<file path="config.mk">
export PLATFORM = sky130hd
export DESIGN_NAME = mcsr_regs
export DESIGN_NICKNAME = d
export VERILOG_FILES = /design/src/mcsr_pkg.sv /design/src/mcsr_axil.sv /design/src/mcsr_regs.sv
export VERILOG_INCLUDE_DIRS = /design/src /design/src/src
export SDC_FILE = /design/constraint.sdc
export NUM_CORES = 2
export LEC_CHECK = 0
export ABC_AREA = 0
export BUFFER_PORTS_ARGS = -buffer_cell sky130_fd_sc_hd__buf_2
export CORE_MARGIN = 2
export CORE_UTILIZATION = 45
export CTS_CLUSTER_DIAMETER = 60
export DETAILED_ROUTE_END_ITERATION = 12
export PLACE_DENSITY = 0.73
export SLEW_MARGIN = 40
export SYNTH_ARGS = -nofsm -noshare
export SYNTH_HDL_FRONTEND = slang
export SYNTH_SLANG_ARGS = --single-unit
</file>
<file path="constraint.sdc">
create_clock -name aclk -period 7.45 [get_ports aclk]
set_clock_uncertainty 0.05 [all_clocks]
set_input_delay 0.745 -clock aclk [delete_from_list [all_inputs] [get_ports aclk]]
set_output_delay 0.745 -clock aclk [all_outputs]
set_load 0.05 [all_outputs]
</file>
<file path="src/mcsr_cfg.svh">
`ifndef MCSR_CFG_SVH
`define MCSR_CFG_SVH
// ==========
// bus
`define MCSR_ADDR_W 20
`define MCSR_STRB_FULL 4'hf
`define MCSR_RESP_OKAY 2'h0
// ==========
// offsets
`define MCSR_OFS_CTRL 20'h00000
`define MCSR_OFS_STATUS 20'h00008
`define MCSR_OFS_PIN_SAMPLED_OPTIONS 20'h0000c
`define MCSR_OFS_EXT_CTRL 20'h00018
`define MCSR_OFS_PHY_MGMT 20'h00020
`define MCSR_OFS_NVM_FOUR 20'h00024
`define MCSR_OFS_NVM_ONE 20'h00028
`define MCSR_OFS_FUT_EXT 20'h0002c
`define MCSR_OFS_NVM_TWO 20'h00030
`define MCSR_OFS_LINK_CS 20'h00034
`define MCSR_OFS_BUS_DEV 20'h00038
`define MCSR_OFS_STA_LO 20'h00040
`define MCSR_OFS_STA_HI 20'h00044
`define MCSR_OFS_ETYPE 20'h00048
`define MCSR_OFS_EVT_CNT 20'h0004c
`define MCSR_OFS_OCT_LO 20'h00050
`define MCSR_OFS_OCT_HI 20'h00054
`define MCSR_OFS_CAUSE_W1C 20'h00058
`define MCSR_OFS_CAUSE_RC 20'h0005c
`define MCSR_OFS_CAUSE_SET 20'h00060
`define MCSR_OFS_LAT_TOL 20'h000f8
`define MCSR_OFS_LPI_CTL 20'h000fc
`define MCSR_OFS_FC_TX_TMR 20'h00170
`define MCSR_OFS_EXT_CFG 20'h00f00
`define MCSR_OFS_FC_REFRESH 20'h05f40
// ==========
// fields and resets
`define MCSR_CTRL_SEND 0
`define MCSR_CTRL_MIRROR 1
`define MCSR_CTRL_WMASK 32'h00ff_ffff
`define MCSR_EXT_RC_EN 0
`define MCSR_EXT_WMASK 32'h0000_ffff
`define MCSR_HALF_WMASK 32'h0000_ffff
`define MCSR_FULL_WMASK 32'hffff_ffff
`define MCSR_RST_REG 32'h0000_0000
`define MCSR_CAUSE_W 8
`define MCSR_SER_LAST 6'h3f
`endif

</file>
<file path="src/mcsr_pkg.sv">
`include "mcsr_cfg.svh"
package mcsr_pkg;
	typedef struct packed {
		logic valid;
		logic [`MCSR_ADDR_W-1:0] addr;
		logic [31:0] data;
		logic [3:0] strb;
	} mcsr_wreq_t;
	typedef struct packed {
		logic valid;
		logic [`MCSR_ADDR_W-1:0] addr;
	} mcsr_rreq_t;
	typedef enum logic [0:0] {
		MCSR_SER_IDLE,
		MCSR_SER_SHIFT
	} mcsr_ser_state_t;
endpackage : mcsr_pkg

</file>
<file path="src/mcsr_axil.sv">
`timescale 1ns/1ps
`include "mcsr_cfg.svh"
module mcsr_axil (
	input wire logic aclk,
	input wire logic aresetn,
	input wire logic s_axi_awvalid,
	output logic s_axi_awready,
	input wire logic [`MCSR_ADDR_W-1:0] s_axi_awaddr,
	input wire logic s_axi_wvalid,
	output logic s_axi_wready,
	input wire logic [31:0] s_axi_wdata,
	input wire logic [3:0] s_axi_wstrb,
	output logic s_axi_bvalid,
	input wire logic s_axi_bready,
	output logic [1:0] s_axi_bresp,
	input wire logic s_axi_arvalid,
	output logic s_axi_arready,
	input wire logic [`MCSR_ADDR_W-1:0] s_axi_araddr,
	output logic s_axi_rvalid,
	input wire logic s_axi_rready,
	output logic [31:0] s_axi_rdata,
	output logic [1:0] s_axi_rresp,
	output mcsr_pkg::mcsr_wreq_t wr_req,
	output mcsr_pkg::mcsr_rreq_t rd_req,
	input wire logic [31:0] rd_data
);
	logic aw_held_r, w_held_r, ar_held_r;
	logic [`MCSR_ADDR_W-1:0] awaddr_r, araddr_r;
	logic [31:0] wdata_r;
	logic [3:0] wstrb_r;
	logic wr_issue, rd_issue, aw_nxt, w_nxt, ar_nxt, b_nxt, r_nxt;
	// ==========
	// one access at a time, write before read
	assign wr_issue = aw_held_r & w_held_r & ~s_axi_bvalid & ~s_axi_rvalid;
	assign rd_issue = ar_held_r & ~s_axi_rvalid & ~s_axi_bvalid & ~wr_issue;
	assign aw_nxt = (aw_held_r | (s_axi_awvalid & s_axi_awready)) & ~wr_issue;
	assign w_nxt = (w_held_r | (s_axi_wvalid & s_axi_wready)) & ~wr_issue;
	assign ar_nxt = (ar_held_r | (s_axi_arvalid & s_axi_arready)) & ~rd_issue;
	assign b_nxt = wr_issue | (s_axi_bvalid & ~s_axi_bready);
	assign r_nxt = rd_issue | (s_axi_rvalid & ~s_axi_rready);
	assign wr_req = {wr_issue, awaddr_r, wdata_r, wstrb_r};
	assign rd_req = {rd_issue, araddr_r};
	always_ff @(posedge aclk) begin
		if (!aresetn) begin
			aw_held_r <= 1'b0;
			w_held_r <= 1'b0;
			ar_held_r <= 1'b0;
			s_axi_awready <= 1'b0;
			s_axi_wready <= 1'b0;
			s_axi_arready <= 1'b0;
			s_axi_bvalid <= 1'b0;
			s_axi_rvalid <= 1'b0;
		end else begin
			aw_held_r <= aw_nxt;
			w_held_r <= w_nxt;
			ar_held_r <= ar_nxt;
			s_axi_awready <= ~aw_nxt & ~b_nxt;
			s_axi_wready <= ~w_nxt & ~b_nxt;
			s_axi_arready <= ~ar_nxt & ~r_nxt;
			s_axi_bvalid <= b_nxt;
			s_axi_rvalid <= r_nxt;
		end
	end
	always_ff @(posedge aclk) begin
		if (!aresetn) begin
			awaddr_r <= '0;
			araddr_r <= '0;
			wdata_r <= 32'h0000_0000;
			wstrb_r <= 4'h0;
			s_axi_rdata <= 32'h0000_0000;
			s_axi_bresp <= `MCSR_RESP_OKAY;
			s_axi_rresp <= `MCSR_RESP_OKAY;
		end else begin
			if (s_axi_awvalid && s_axi_awready) awaddr_r <= s_axi_awaddr;
			if (s_axi_arvalid && s_axi_arready) araddr_r <= s_axi_araddr;
			if (s_axi_wvalid && s_axi_wready) begin
				wdata_r <= s_axi_wdata;
				wstrb_r <= s_axi_wstrb;
			end
			if (rd_issue) s_axi_rdata <= rd_data;
			s_axi_bresp <= `MCSR_RESP_OKAY;
			s_axi_rresp <= `MCSR_RESP_OKAY;
		end
	end
endmodule : mcsr_axil

</file>
<file path="src/mcsr_regs.sv">
`timescale 1ns/1ps
`include "mcsr_cfg.svh"
module mcsr_regs #(
	parameter int OCT_INC_W = 16
) (
	input wire logic aclk,
	input wire logic aresetn,
	input wire logic s_axi_awvalid,
	output logic s_axi_awready,
	input wire logic [`MCSR_ADDR_W-1:0] s_axi_awaddr,
	input wire logic [2:0] s_axi_awprot,
	input wire logic s_axi_wvalid,
	output logic s_axi_wready,
	input wire logic [31:0] s_axi_wdata,
	input wire logic [3:0] s_axi_wstrb,
	output logic s_axi_bvalid,
	input wire logic s_axi_bready,
	output logic [1:0] s_axi_bresp,
	input wire logic s_axi_arvalid,
	output logic s_axi_arready,
	input wire logic [`MCSR_ADDR_W-1:0] s_axi_araddr,
	input wire logic [2:0] s_axi_arprot,
	output logic s_axi_rvalid,
	input wire logic s_axi_rready,
	output logic [31:0] s_axi_rdata,
	output logic [1:0] s_axi_rresp,
	input wire logic [31:0] pin_sampled_options_pins,
	input wire logic [31:0] bus_dev_num,
	input wire logic nvm_load_valid,
	input wire logic [1:0] nvm_load_sel,
	input wire logic [31:0] nvm_load_data,
	input wire logic nvm_load_done,
	input wire logic an_done,
	input wire logic [31:0] an_result,
	input wire logic fw_wr_valid,
	input wire logic [31:0] fw_wr_data,
	input wire logic rx_event,
	input wire logic rx_octet_valid,
	input wire logic [OCT_INC_W-1:0] rx_octets,
	input wire logic [`MCSR_CAUSE_W-1:0] cause_events,
	output logic wire_bit,
	output logic wire_valid,
	output logic [31:0] ctrl_out,
	output logic [31:0] ext_ctrl_out
);
	localparam int AW = `MCSR_ADDR_W;
	localparam int CW = `MCSR_CAUSE_W;
	localparam int NPLAIN = 6;
	localparam int NNVM = 3;
	localparam logic [AW-1:0] PLAIN_OFS [NPLAIN] = '{`MCSR_OFS_PHY_MGMT, `MCSR_OFS_FUT_EXT,
		`MCSR_OFS_LAT_TOL, `MCSR_OFS_LPI_CTL, `MCSR_OFS_FC_TX_TMR, `MCSR_OFS_EXT_CFG};
	localparam logic [AW-1:0] NVM_OFS [NNVM] = '{`MCSR_OFS_NVM_ONE, `MCSR_OFS_NVM_TWO,
		`MCSR_OFS_NVM_FOUR};

	if (OCT_INC_W < 1 || OCT_INC_W > 32) begin : g_chk_inc
		$error("OCT_INC_W must lie in 1..32");
	end

	mcsr_pkg::mcsr_wreq_t wr;
	mcsr_pkg::mcsr_rreq_t rd;
	logic [31:0] rd_mux;
	logic [31:0] link_cs_r, refresh_thr_r, sta_lo_r, sta_hi_r, etype_r;
	logic [31:0] plain_r [NPLAIN];
	logic [31:0] nvm_r [NNVM];
	logic [31:0] evt_cnt_r, pin_sampled_options_r;
	logic [63:0] oct_r;
	logic [CW-1:0] w1c_r, rcwc_r;
	logic pin_sampled_options_taken_r, nvm_done_r, an_done_r;
	logic [7:0] drop_cnt_r;
	mcsr_pkg::mcsr_ser_state_t ser_r;
	logic [63:0] shift_r;
	logic [5:0] bit_cnt_r;

	// ==========
	// access decode helpers
	function automatic logic full_wr(mcsr_pkg::mcsr_wreq_t r, logic [AW-1:0] a);
		return r.valid && r.addr == a && r.strb == `MCSR_STRB_FULL;
	endfunction : full_wr

	function automatic logic rd_hit(mcsr_pkg::mcsr_rreq_t r, logic [AW-1:0] a);
		return r.valid && r.addr == a;
	endfunction : rd_hit

	function automatic logic [31:0] merge(logic [31:0] old, logic [31:0] d,
		logic [31:0] m);
		return (old & ~m) | (d & m);
	endfunction : merge

	// ==========
	// bus slave
	mcsr_axil u_axil (
		.aclk(aclk),
		.aresetn(aresetn),
		.s_axi_awvalid(s_axi_awvalid),
		.s_axi_awready(s_axi_awready),
		.s_axi_awaddr(s_axi_awaddr),
		.s_axi_wvalid(s_axi_wvalid),
		.s_axi_wready(s_axi_wready),
		.s_axi_wdata(s_axi_wdata),
		.s_axi_wstrb(s_axi_wstrb),
		.s_axi_bvalid(s_axi_bvalid),
		.s_axi_bready(s_axi_bready),
		.s_axi_bresp(s_axi_bresp),
		.s_axi_arvalid(s_axi_arvalid),
		.s_axi_arready(s_axi_arready),
		.s_axi_araddr(s_axi_araddr),
		.s_axi_rvalid(s_axi_rvalid),
		.s_axi_rready(s_axi_rready),
		.s_axi_rdata(s_axi_rdata),
		.s_axi_rresp(s_axi_rresp),
		.wr_req(wr),
		.rd_req(rd),
		.rd_data(rd_mux)
	);

	// ==========
	// control registers
	always_ff @(posedge aclk) begin
		if (!aresetn) begin
			ctrl_out <= `MCSR_RST_REG;
		end else if (full_wr(wr, `MCSR_OFS_CTRL)) begin
			ctrl_out <= merge(ctrl_out, wr.data, `MCSR_CTRL_WMASK);
		end else begin
			ctrl_out[`MCSR_CTRL_SEND] <= 1'b0;
		end
	end

	always_ff @(posedge aclk) begin
		if (!aresetn) begin
			ext_ctrl_out <= `MCSR_RST_REG;
		end else if (full_wr(wr, `MCSR_OFS_EXT_CTRL)) begin
			ext_ctrl_out <= merge(ext_ctrl_out, wr.data, `MCSR_EXT_WMASK);
		end
	end

	for (genvar i = 0; i < NPLAIN; i++) begin : g_plain
		always_ff @(posedge aclk) begin
			if (!aresetn) begin
				plain_r[i] <= `MCSR_RST_REG;
			end else if (full_wr(wr, PLAIN_OFS[i])) begin
				plain_r[i] <= wr.data;
			end
		end
	end

	// memory load replaces the default, host may write afterwards
	for (genvar i = 0; i < NNVM; i++) begin : g_nvm
		always_ff @(posedge aclk) begin
			if (!aresetn) begin
				nvm_r[i] <= `MCSR_RST_REG;
			end else if (nvm_load_valid && nvm_load_sel == 2'(i)) begin
				nvm_r[i] <= nvm_load_data;
			end else if (full_wr(wr, NVM_OFS[i])) begin
				nvm_r[i] <= wr.data;
			end
		end
	end

	// negotiation result overrides the link control word
	always_ff @(posedge aclk) begin
		if (!aresetn) begin
			link_cs_r <= `MCSR_RST_REG;
		end else if (an_done) begin
			link_cs_r <= an_result;
		end else if (full_wr(wr, `MCSR_OFS_LINK_CS)) begin
			link_cs_r <= wr.data;
		end
	end

	// host writes are ignored here
	always_ff @(posedge aclk) begin
		if (!aresetn) begin
			refresh_thr_r <= `MCSR_RST_REG;
		end else if (fw_wr_valid) begin
			refresh_thr_r <= fw_wr_data;
		end
	end

	// ==========
	// station address and ethertype
	always_ff @(posedge aclk) begin
		if (!aresetn) begin
			sta_lo_r <= `MCSR_RST_REG;
			sta_hi_r <= `MCSR_RST_REG;
			etype_r <= `MCSR_RST_REG;
		end else begin
			if (full_wr(wr, `MCSR_OFS_STA_LO)) sta_lo_r <= wr.data;
			if (full_wr(wr, `MCSR_OFS_STA_HI)) begin
				sta_hi_r <= merge(sta_hi_r, wr.data, `MCSR_HALF_WMASK);
			end
			if (full_wr(wr, `MCSR_OFS_ETYPE)) begin
				etype_r <= merge(etype_r, wr.data, `MCSR_HALF_WMASK);
			end
		end
	end

	// ==========
	// status sources
	always_ff @(posedge aclk) begin
		if (!aresetn) begin
			pin_sampled_options_r <= `MCSR_RST_REG;
			pin_sampled_options_taken_r <= 1'b0;
		end else if (!pin_sampled_options_taken_r) begin
			pin_sampled_options_r <= pin_sampled_options_pins;
			pin_sampled_options_taken_r <= 1'b1;
		end
	end

	always_ff @(posedge aclk) begin
		if (!aresetn) begin
			nvm_done_r <= 1'b0;
			an_done_r <= 1'b0;
		end else begin
			nvm_done_r <= nvm_done_r | nvm_load_done;
			an_done_r <= an_done_r | an_done;
		end
	end

	always_ff @(posedge aclk) begin
		if (!aresetn) begin
			drop_cnt_r <= 8'h00;
		end else if (wr.valid && wr.strb != `MCSR_STRB_FULL) begin
			drop_cnt_r <= drop_cnt_r + 8'h01;
		end
	end

	// ==========
	// counters
	always_ff @(posedge aclk) begin
		if (!aresetn) begin
			evt_cnt_r <= `MCSR_RST_REG;
		end else if (rd_hit(rd, `MCSR_OFS_EVT_CNT)) begin
			evt_cnt_r <= {31'h0000_0000, rx_event};
		end else if (rx_event) begin
			evt_cnt_r <= evt_cnt_r + 32'h0000_0001;
		end
	end

	always_ff @(posedge aclk) begin
		if (!aresetn) begin
			oct_r <= 64'h0;
		end else if (rx_octet_valid) begin
			oct_r <= oct_r + 64'(rx_octets);
		end
	end

	// ==========
	// cause registers, a new event wins over a clear
	always_ff @(posedge aclk) begin
		if (!aresetn) begin
			w1c_r <= '0;
		end else begin
			w1c_r <= (w1c_r & ~(full_wr(wr, `MCSR_OFS_CAUSE_W1C) ? wr.data[CW-1:0] : '0))
				| cause_events;
		end
	end

	always_ff @(posedge aclk) begin
		if (!aresetn) begin
			rcwc_r <= '0;
		end else if (rd_hit(rd, `MCSR_OFS_CAUSE_RC) && ext_ctrl_out[`MCSR_EXT_RC_EN]) begin
			rcwc_r <= cause_events;
		end else begin
			rcwc_r <= (rcwc_r & ~(full_wr(wr, `MCSR_OFS_CAUSE_RC) ? wr.data[CW-1:0] : '0))
				| cause_events
				| (full_wr(wr, `MCSR_OFS_CAUSE_SET) ? wr.data[CW-1:0] : '0);
		end
	end

	// ==========
	// wire serializer: address bytes in order, then ethertype
	always_ff @(posedge aclk) begin
		if (!aresetn) begin
			ser_r <= mcsr_pkg::MCSR_SER_IDLE;
			shift_r <= 64'h0;
			bit_cnt_r <= 6'h00;
			wire_bit <= 1'b0;
			wire_valid <= 1'b0;
		end else begin
			case (ser_r)
				mcsr_pkg::MCSR_SER_IDLE: begin
					wire_valid <= 1'b0;
					wire_bit <= 1'b0;
					if (ctrl_out[`MCSR_CTRL_SEND]) begin
						shift_r <= {etype_r[7:0], etype_r[15:8], sta_hi_r[15:0],
							sta_lo_r};
						bit_cnt_r <= 6'h00;
						ser_r <= mcsr_pkg::MCSR_SER_SHIFT;
					end
				end
				mcsr_pkg::MCSR_SER_SHIFT: begin
					wire_bit <= shift_r[0];
					wire_valid <= 1'b1;
					shift_r <= {1'b0, shift_r[63:1]};
					bit_cnt_r <= bit_cnt_r + 6'h01;
					if (bit_cnt_r == `MCSR_SER_LAST) ser_r <= mcsr_pkg::MCSR_SER_IDLE;
				end
				default: begin
					ser_r <= mcsr_pkg::MCSR_SER_IDLE;
				end
			endcase
		end
	end

	// ==========
	// read mux, unmapped and write-only read zero
	always_comb begin
		rd_mux = 32'h0000_0000;
		for (int i = 0; i < NPLAIN; i++) begin
			if (rd.addr == PLAIN_OFS[i]) rd_mux = plain_r[i];
		end
		for (int i = 0; i < NNVM; i++) begin
			if (rd.addr == NVM_OFS[i]) rd_mux = nvm_r[i];
		end
		case (rd.addr)
			`MCSR_OFS_CTRL: rd_mux = ctrl_out;
			`MCSR_OFS_STATUS: rd_mux = {16'h0000, drop_cnt_r, 4'h0,
				ser_r != mcsr_pkg::MCSR_SER_IDLE, ctrl_out[`MCSR_CTRL_MIRROR],
				an_done_r, nvm_done_r};
			`MCSR_OFS_PIN_SAMPLED_OPTIONS: rd_mux = pin_sampled_options_r;
			`MCSR_OFS_EXT_CTRL: rd_mux = ext_ctrl_out;
			`MCSR_OFS_LINK_CS: rd_mux = link_cs_r;
			`MCSR_OFS_BUS_DEV: rd_mux = bus_dev_num;
			`MCSR_OFS_FC_REFRESH: rd_mux = refresh_thr_r;
			`MCSR_OFS_STA_LO: rd_mux = sta_lo_r;
			`MCSR_OFS_STA_HI: rd_mux = sta_hi_r;
			`MCSR_OFS_ETYPE: rd_mux = etype_r;
			`MCSR_OFS_EVT_CNT: rd_mux = evt_cnt_r;
			`MCSR_OFS_OCT_LO: rd_mux = oct_r[31:0];
			`MCSR_OFS_OCT_HI: rd_mux = oct_r[63:32];
			`MCSR_OFS_CAUSE_W1C: rd_mux = 32'(w1c_r);
			`MCSR_OFS_CAUSE_RC: rd_mux = 32'(rcwc_r);
			default: begin
			end
		endcase
	end
endmodule : mcsr_regs

</file>
# Yosys cells after proc, flatten, opt, wreduce, memory -nomap -nowiden
# Memories as Yosys holds them, arrays and structs flattened.
# Cells that the tools add are included.
dict set report totals {
  register_bits 568
  mem_bits_rw 288
  in_bits 281
  word_cells 281
  memories 2
}
dict set report classes {
  n_addsub 4
  eq_ne 46
  muxes 80
  n_bitwise 60
  n_reduce_logical 53
}
# name depth word_bits read_ports rd_clocked_by_memory_dff write_ports line_no
set memory_table {}
lappend memory_table {plain_r 6 32 6 0 6 mcsr_regs.sv:63} ;# logic [31:0] plain_r [NPLAIN];
lappend memory_table {nvm_r 3 32 3 0 3 mcsr_regs.sv:64} ;# logic [31:0] nvm_r [NNVM];
# operator count
set ops {}
lappend ops {{32-bit two-way mux} 23}
lappend ops {{32-bit case mux with 15 select lines} 1}
lappend ops {{20-bit by 7-bit == test with 1-bit output (second input constant)} 14}
lappend ops {{20-bit by 6-bit == test with 1-bit output (second input constant)} 13}
lappend ops {{64-bit case mux with 2 select lines} 1}
lappend ops {{32-bit by 16-bit OR with 32-bit output} 3}
lappend ops {{20-bit by 8-bit == test with 1-bit output (second input constant)} 4}
lappend ops {{64-bit by 16-bit adder with 64-bit output} 1}
lappend ops {{64-bit two-way mux} 1}
lappend ops {{1-bit logical AND} 46}
lappend ops {{1-bit two-way mux} 45}
lappend ops {{20-bit by 12-bit == test with 1-bit output (second input constant)} 2}
lappend ops {{20-bit by 4-bit == test with 1-bit output (second input constant)} 2}
lappend ops {{20-bit by 5-bit == test with 1-bit output (second input constant)} 2}
lappend ops {{20-bit by 9-bit == test with 1-bit output (second input constant)} 2}
lappend ops {{20-bit zero test} 2}
lappend ops {{32-bit by 1-bit adder with 32-bit output (second input constant)} 1}
lappend ops {{8-bit two-way mux} 4}
lappend ops {{32-bit by 24-bit OR with 32-bit output} 1}
lappend ops {{8-bit OR} 3}
lappend ops {{20-bit by 15-bit == test with 1-bit output (second input constant)} 1}
lappend ops {{1-bit OR} 19}
lappend ops {{1-bit AND} 17}
lappend ops {{8-bit AND} 2}
lappend ops {{17 further kinds} 33}

# Depth between registers and ports, before layout
dict set report logic_depth {
  word_depth 11
  depth_mapped 11
}

# By module
# A second synthesis with hierarchy kept.
dict set report hier_totals {
  cells_unflattened 3665
  hier_area_um2 36752.7
}
# mod n_inst cells_per_inst area_per_inst_um2 seq_area_each_um2
set modules_own_cells {}
lappend modules_own_cells {mcsr_regs 1 3158 32321.0 16575.9}
lappend modules_own_cells {mcsr_axil 1 507 4431.8 2322.2}

# Least setup slack after synthesis
# Ideal clock, no wire load.
dict set report synth_path {
  path_type {flip-flop to flip-flop}
  start {register u_axil.s_axi_bvalid}
  end {memory plain_r[3][0] (enable)}
  setup_ns 0.466
  arrival_time_ns 3.945
  required_ns 6.934
  slack_ns 2.989
  path_stages_with_launch 5
  synth_period_minus_slack_ns 4.461
  cell_sequence {dfxtp_1 nand4bb_1 nor4_4 nand4_1 o21ai_0}
}
# item line_no
set synth_lines {}
lappend synth_lines {{start: declaration} mcsr_axil.sv:13} ;# output logic s_axi_bvalid,
lappend synth_lines {{start signal: assignment} mcsr_axil.sv:60} ;# s_axi_bvalid <= b_nxt;
lappend synth_lines {{end: declaration} mcsr_regs.sv:63}

# Final worst setup path
dict set report layout_path {
  start {register u_axil.araddr_r[19]}
  end {register u_axil.s_axi_rdata[13]}
}
dict set report layout_between {
  elab_chain_cells 11
}
# item line_no
set layout_rtl {}
lappend layout_rtl {{start: declaration} mcsr_axil.sv:28} ;# logic [`MCSR_ADDR_W-1:0] awaddr_r, araddr_r;
lappend layout_rtl {{start signal: assignment} mcsr_axil.sv:75} ;# if (s_axi_arvalid && s_axi_arready) araddr_r <= s_axi_araddr;
lappend layout_rtl {{20-bit by 6-bit == test with 1-bit output} mcsr_regs.sv:310} ;# if (rd.addr == PLAIN_OFS[i]) rd_mux = plain_r[i];
lappend layout_rtl {{32-bit two-way mux (6 in a row)} mcsr_regs.sv:310}
lappend layout_rtl {{32-bit two-way mux (3 in a row)} mcsr_regs.sv:313} ;# if (rd.addr == NVM_OFS[i]) rd_mux = nvm_r[i];
lappend layout_rtl {{32-bit case mux with 15 select lines *} mcsr_regs.sv:315} ;# case (rd.addr)
lappend layout_rtl {{end signal: assignment} mcsr_axil.sv:80} ;# if (rd_issue) s_axi_rdata <= rd_data;
lappend layout_rtl {{end: declaration} mcsr_axil.sv:21} ;# output logic [31:0] s_axi_rdata,
# Mark *: on every way between the ends. The rest lies on a longest branch, timed or not.
# A chain may end at the register's enable or synchronous reset.

==> flow_summary.json <==
{
  "status": "complete, no violations",
  "crit_arrival_ns": 4.29,
  "finalCritPeriodShare": 0.5034,
  "p_leak_nw": 16.01,
  "grtUsageMet1": 0.4163,
  "relSlewSlack": 0.3882,
  "ctsResizeCount": 0,
  "post_cts_buffers": 0,
  "powerDensity_nw_per_um2": 243.0,
  "ctsHtreeMaxLevel": 3,
  "die_y_um": 287.7,
  "use_met3": 0.07298,
  "die_area_um2": 82780,
  "clock_sinks": 800,
  "grtUsageTotal": 0.3057,
  "syn_area_um2": 36220,
  "fmax_ghz": 0.2667,
  "postSynthAreaPerCell_um2": 9.956,
  "ioPinCount": 388,
  "hold_buffers": 0,
  "synth.distinct_cells": 86,
  "drv_cap": 0,
  "cts-buffers-inserted": 88,
  "first_iter_violations": 4265,
  "grt_pass1_wl_um": 188600,
  "ys.flop_type": "dfxtp_1",
  "grt_max_degree": 173,
  "clk_path_buf_depth": 3,
  "final_hold_viol_count": 0,
  "path_clk_slew_ns": 0.06,
  "start_util": 0.4519,
  "synth_edf_count": 288,
  "final_area_um2": 41980,
  "ant_nets": 0,
  "holdWs_ns": 0.2469,
  "async_flop_share": 0,
  "post_drt_via_cell_ratio": 6.260,
  "critPathKind": "reg -> reg",
  "core.rowCount": 104,
  "ys_seq_area_frac": 0.5217,
  "rsz0062_at_grt": "no",
  "layout_common_cells": "dfxtp_1 (505), nor2_1 (431), nand2_1 (357)",
  "die_w_um": 287.7,
  "hpwl_um": 85850,
  "area_growth_pct": 15.91,
  "crit_required_ns": 7.99,
  "ys_ff_latch": 800,
  "worstHoldPathType": "in -> reg",
  "wl_per_cell_um": 26.12,
  "synth_cells": 3638,
  "dr.pass1.iters": 9,
  "antenna_found_initial": 11,
  "period_needed_ns": 3.750,
  "routed_wl_um": 130200,
  "layout_commonest_cell": "dfxtp_1",
  "setup_slack_ns": 3.700,
  "clock-root-buffer": "clkbuf_16",
  "pre_cts_slack_ns": 3.828,
  "gp_congestion": 0.9533,
  "fp.coreArea_um2": 80160,
  "finalSetupTns_ns": 0,
  "critPathCaptureType": "register",
  "clk_latency_ns": 0.65,
  "setup_viol": 0,
  "yosysWarningCount": 0,
  "worst_slew_pin_slew_ns": 0.9164,
  "startpoint_type": "register",
  "ir_drop_uv": 182.6,
  "grt_most_used_layer": "met2",
  "port_buffers": 353,
  "place_area_um2": 38980,
  "drive_gt1_frac": 0.1776,
  "grt_pass1_vias": 29120,
  "slew_viol_final": 0,
  "num-nets-final": 4149,
  "cts_tree": "done",
  "met2_usage": 0.4551,
  "drc": 0,
  "vias": 31200,
  "grt_overflow": 0,
  "cp_max_fo": 18
}
-- through the flow --
| step | cells | total power [mW] | utilization |
|---|---|---|---|
| after floorplan | 3665 | 5.405 | - |
| after global placement | 4806 | 5.767 | 0.4829 |
| after detailed placement | 4817 | 5.798 | 0.4863 |
| after CTS | 4979 | 10.19 | 0.5231 |
| after global routing | 4983 | 10.46 | 0.5237 |
| final | 4985 | 10.20 | 0.5238 |
-- power by group --
part	internal [mW]	switching [mW]	total, mW
sequential	4.68	0.169	4.85
clock	2.61	1.86	4.47
combinational	0.272	0.613	0.885
total	7.56	2.64	10.2
-- synthesized netlist by cell type (13+ instances only) --
cell type  count  area share
nand3_1       57      0.0079
o2111ai_1     20      0.0048
nor2_1       434       0.045
nor4_1        14      0.0024
dfxtp_1      512        0.28
ha_1          19      0.0066
inv_1         13      0.0013
a21oi_1      250       0.035
or3_1         13      0.0022
o21ai_0       60      0.0083
buf_2         37      0.0051
xor2_1        67       0.016
a22o_1       118       0.029
and2_1       177       0.031
nand2_1      357       0.037
nor3_1        31      0.0043
buf_4         35      0.0073
edfxtp_1     288        0.24
o22ai_1       23      0.0040
clkbuf_1     233       0.024
a22oi_1      119       0.025
buf_1         29      0.0030
mux2_2        32      0.0099
o211ai_1      28      0.0058
a31oi_1       14      0.0024
nand4_1       39      0.0067
and3_1        80       0.014
a221oi_1      73       0.018
xnor2_1       19      0.0046
mux2i_1      222       0.061
a222oi_1      36      0.0099
-- flip-flops by register name, indices dropped and copies added, names as in the netlist, 24 cells and up --
signal / count
plain_r: 192
nvm_r: 96
oct_r: 64
shift_r: 64
evt_cnt_r: 32
link_cs_r: 32
pin_sampled_options_r: 32
refresh_thr_r: 32
sta_lo_r: 32
u_axil.s_axi_rdata: 32
u_axil.wdata_r: 32
ctrl_out: 24
-- final cells by class --
cell class	count	area (µm²)
fillers	7145	38170
diodes	5	12.51
flip-flops and latches	800	18910
well taps	1060	1326
inverters	13	56.30
multi-input cells	2513	16220
repair buffers	432	2505
clock inverters	45	457.9
clock buffers	117	2491
-- cell families (layout without fill, tap and decap cells) --
| kind of cell | after synthesis | after routing | share of synthesized area |
|---|---|---|---|
| simple gates | 1280 | 1280 | 0.1698 |
| compound gates | 841 | 841 | 0.1653 |
| flops | 800 | 800 | 0.5217 |
| buf+inv | 352 | 607 | 0.04225 |
| mux | 258 | 258 | 0.07285 |
| xor+xnor | 86 | 86 | 0.02080 |
| fa+ha+maj | 20 | 20 | 0.007116 |
| other cells | 1 | 33 | 0.0001035 |
-- final timing paths --
check | from | endpoint | slack, ns | cells past startpoint
worst min register to register | u_axil.awaddr_r[15]$_SDFFE_PN0P_ | u_axil.awaddr_r[15]$_SDFFE_PN0P_ | 0.41 | 2
worst max-delay path | u_axil.araddr_r[19]$_SDFFE_PN0P_ | u_axil.s_axi_rdata[13]$_SDFFE_PN0P_ | 3.70 | 8
worst min-delay path | nvm_load_done | nvm_done_r$_SDFF_PN0_ | 0.25 | 3
worst max register to register | u_axil.araddr_r[19]$_SDFFE_PN0P_ | u_axil.s_axi_rdata[13]$_SDFFE_PN0P_ | 3.70 | 8
-- worst max-delay path, cell delays in order (launching register included) --
cell	delay, ns
dfxtp_1	0.33
nor4_2	0.59
nand3_2	0.64
nor3_4	0.75
buf_4	0.39
a22oi_1	0.13
and3_1	0.20
o211ai_1	0.30
o221a_2	0.31
-- layer usage --
layer  up-vias  part of all wire
met2      2195              0.43
met1     14970              0.38
li1      13680                 -
met5         -           0.00028
met3       362              0.13
met4         6             0.053
Note: power is estimated with default switching activity, not from simulation.
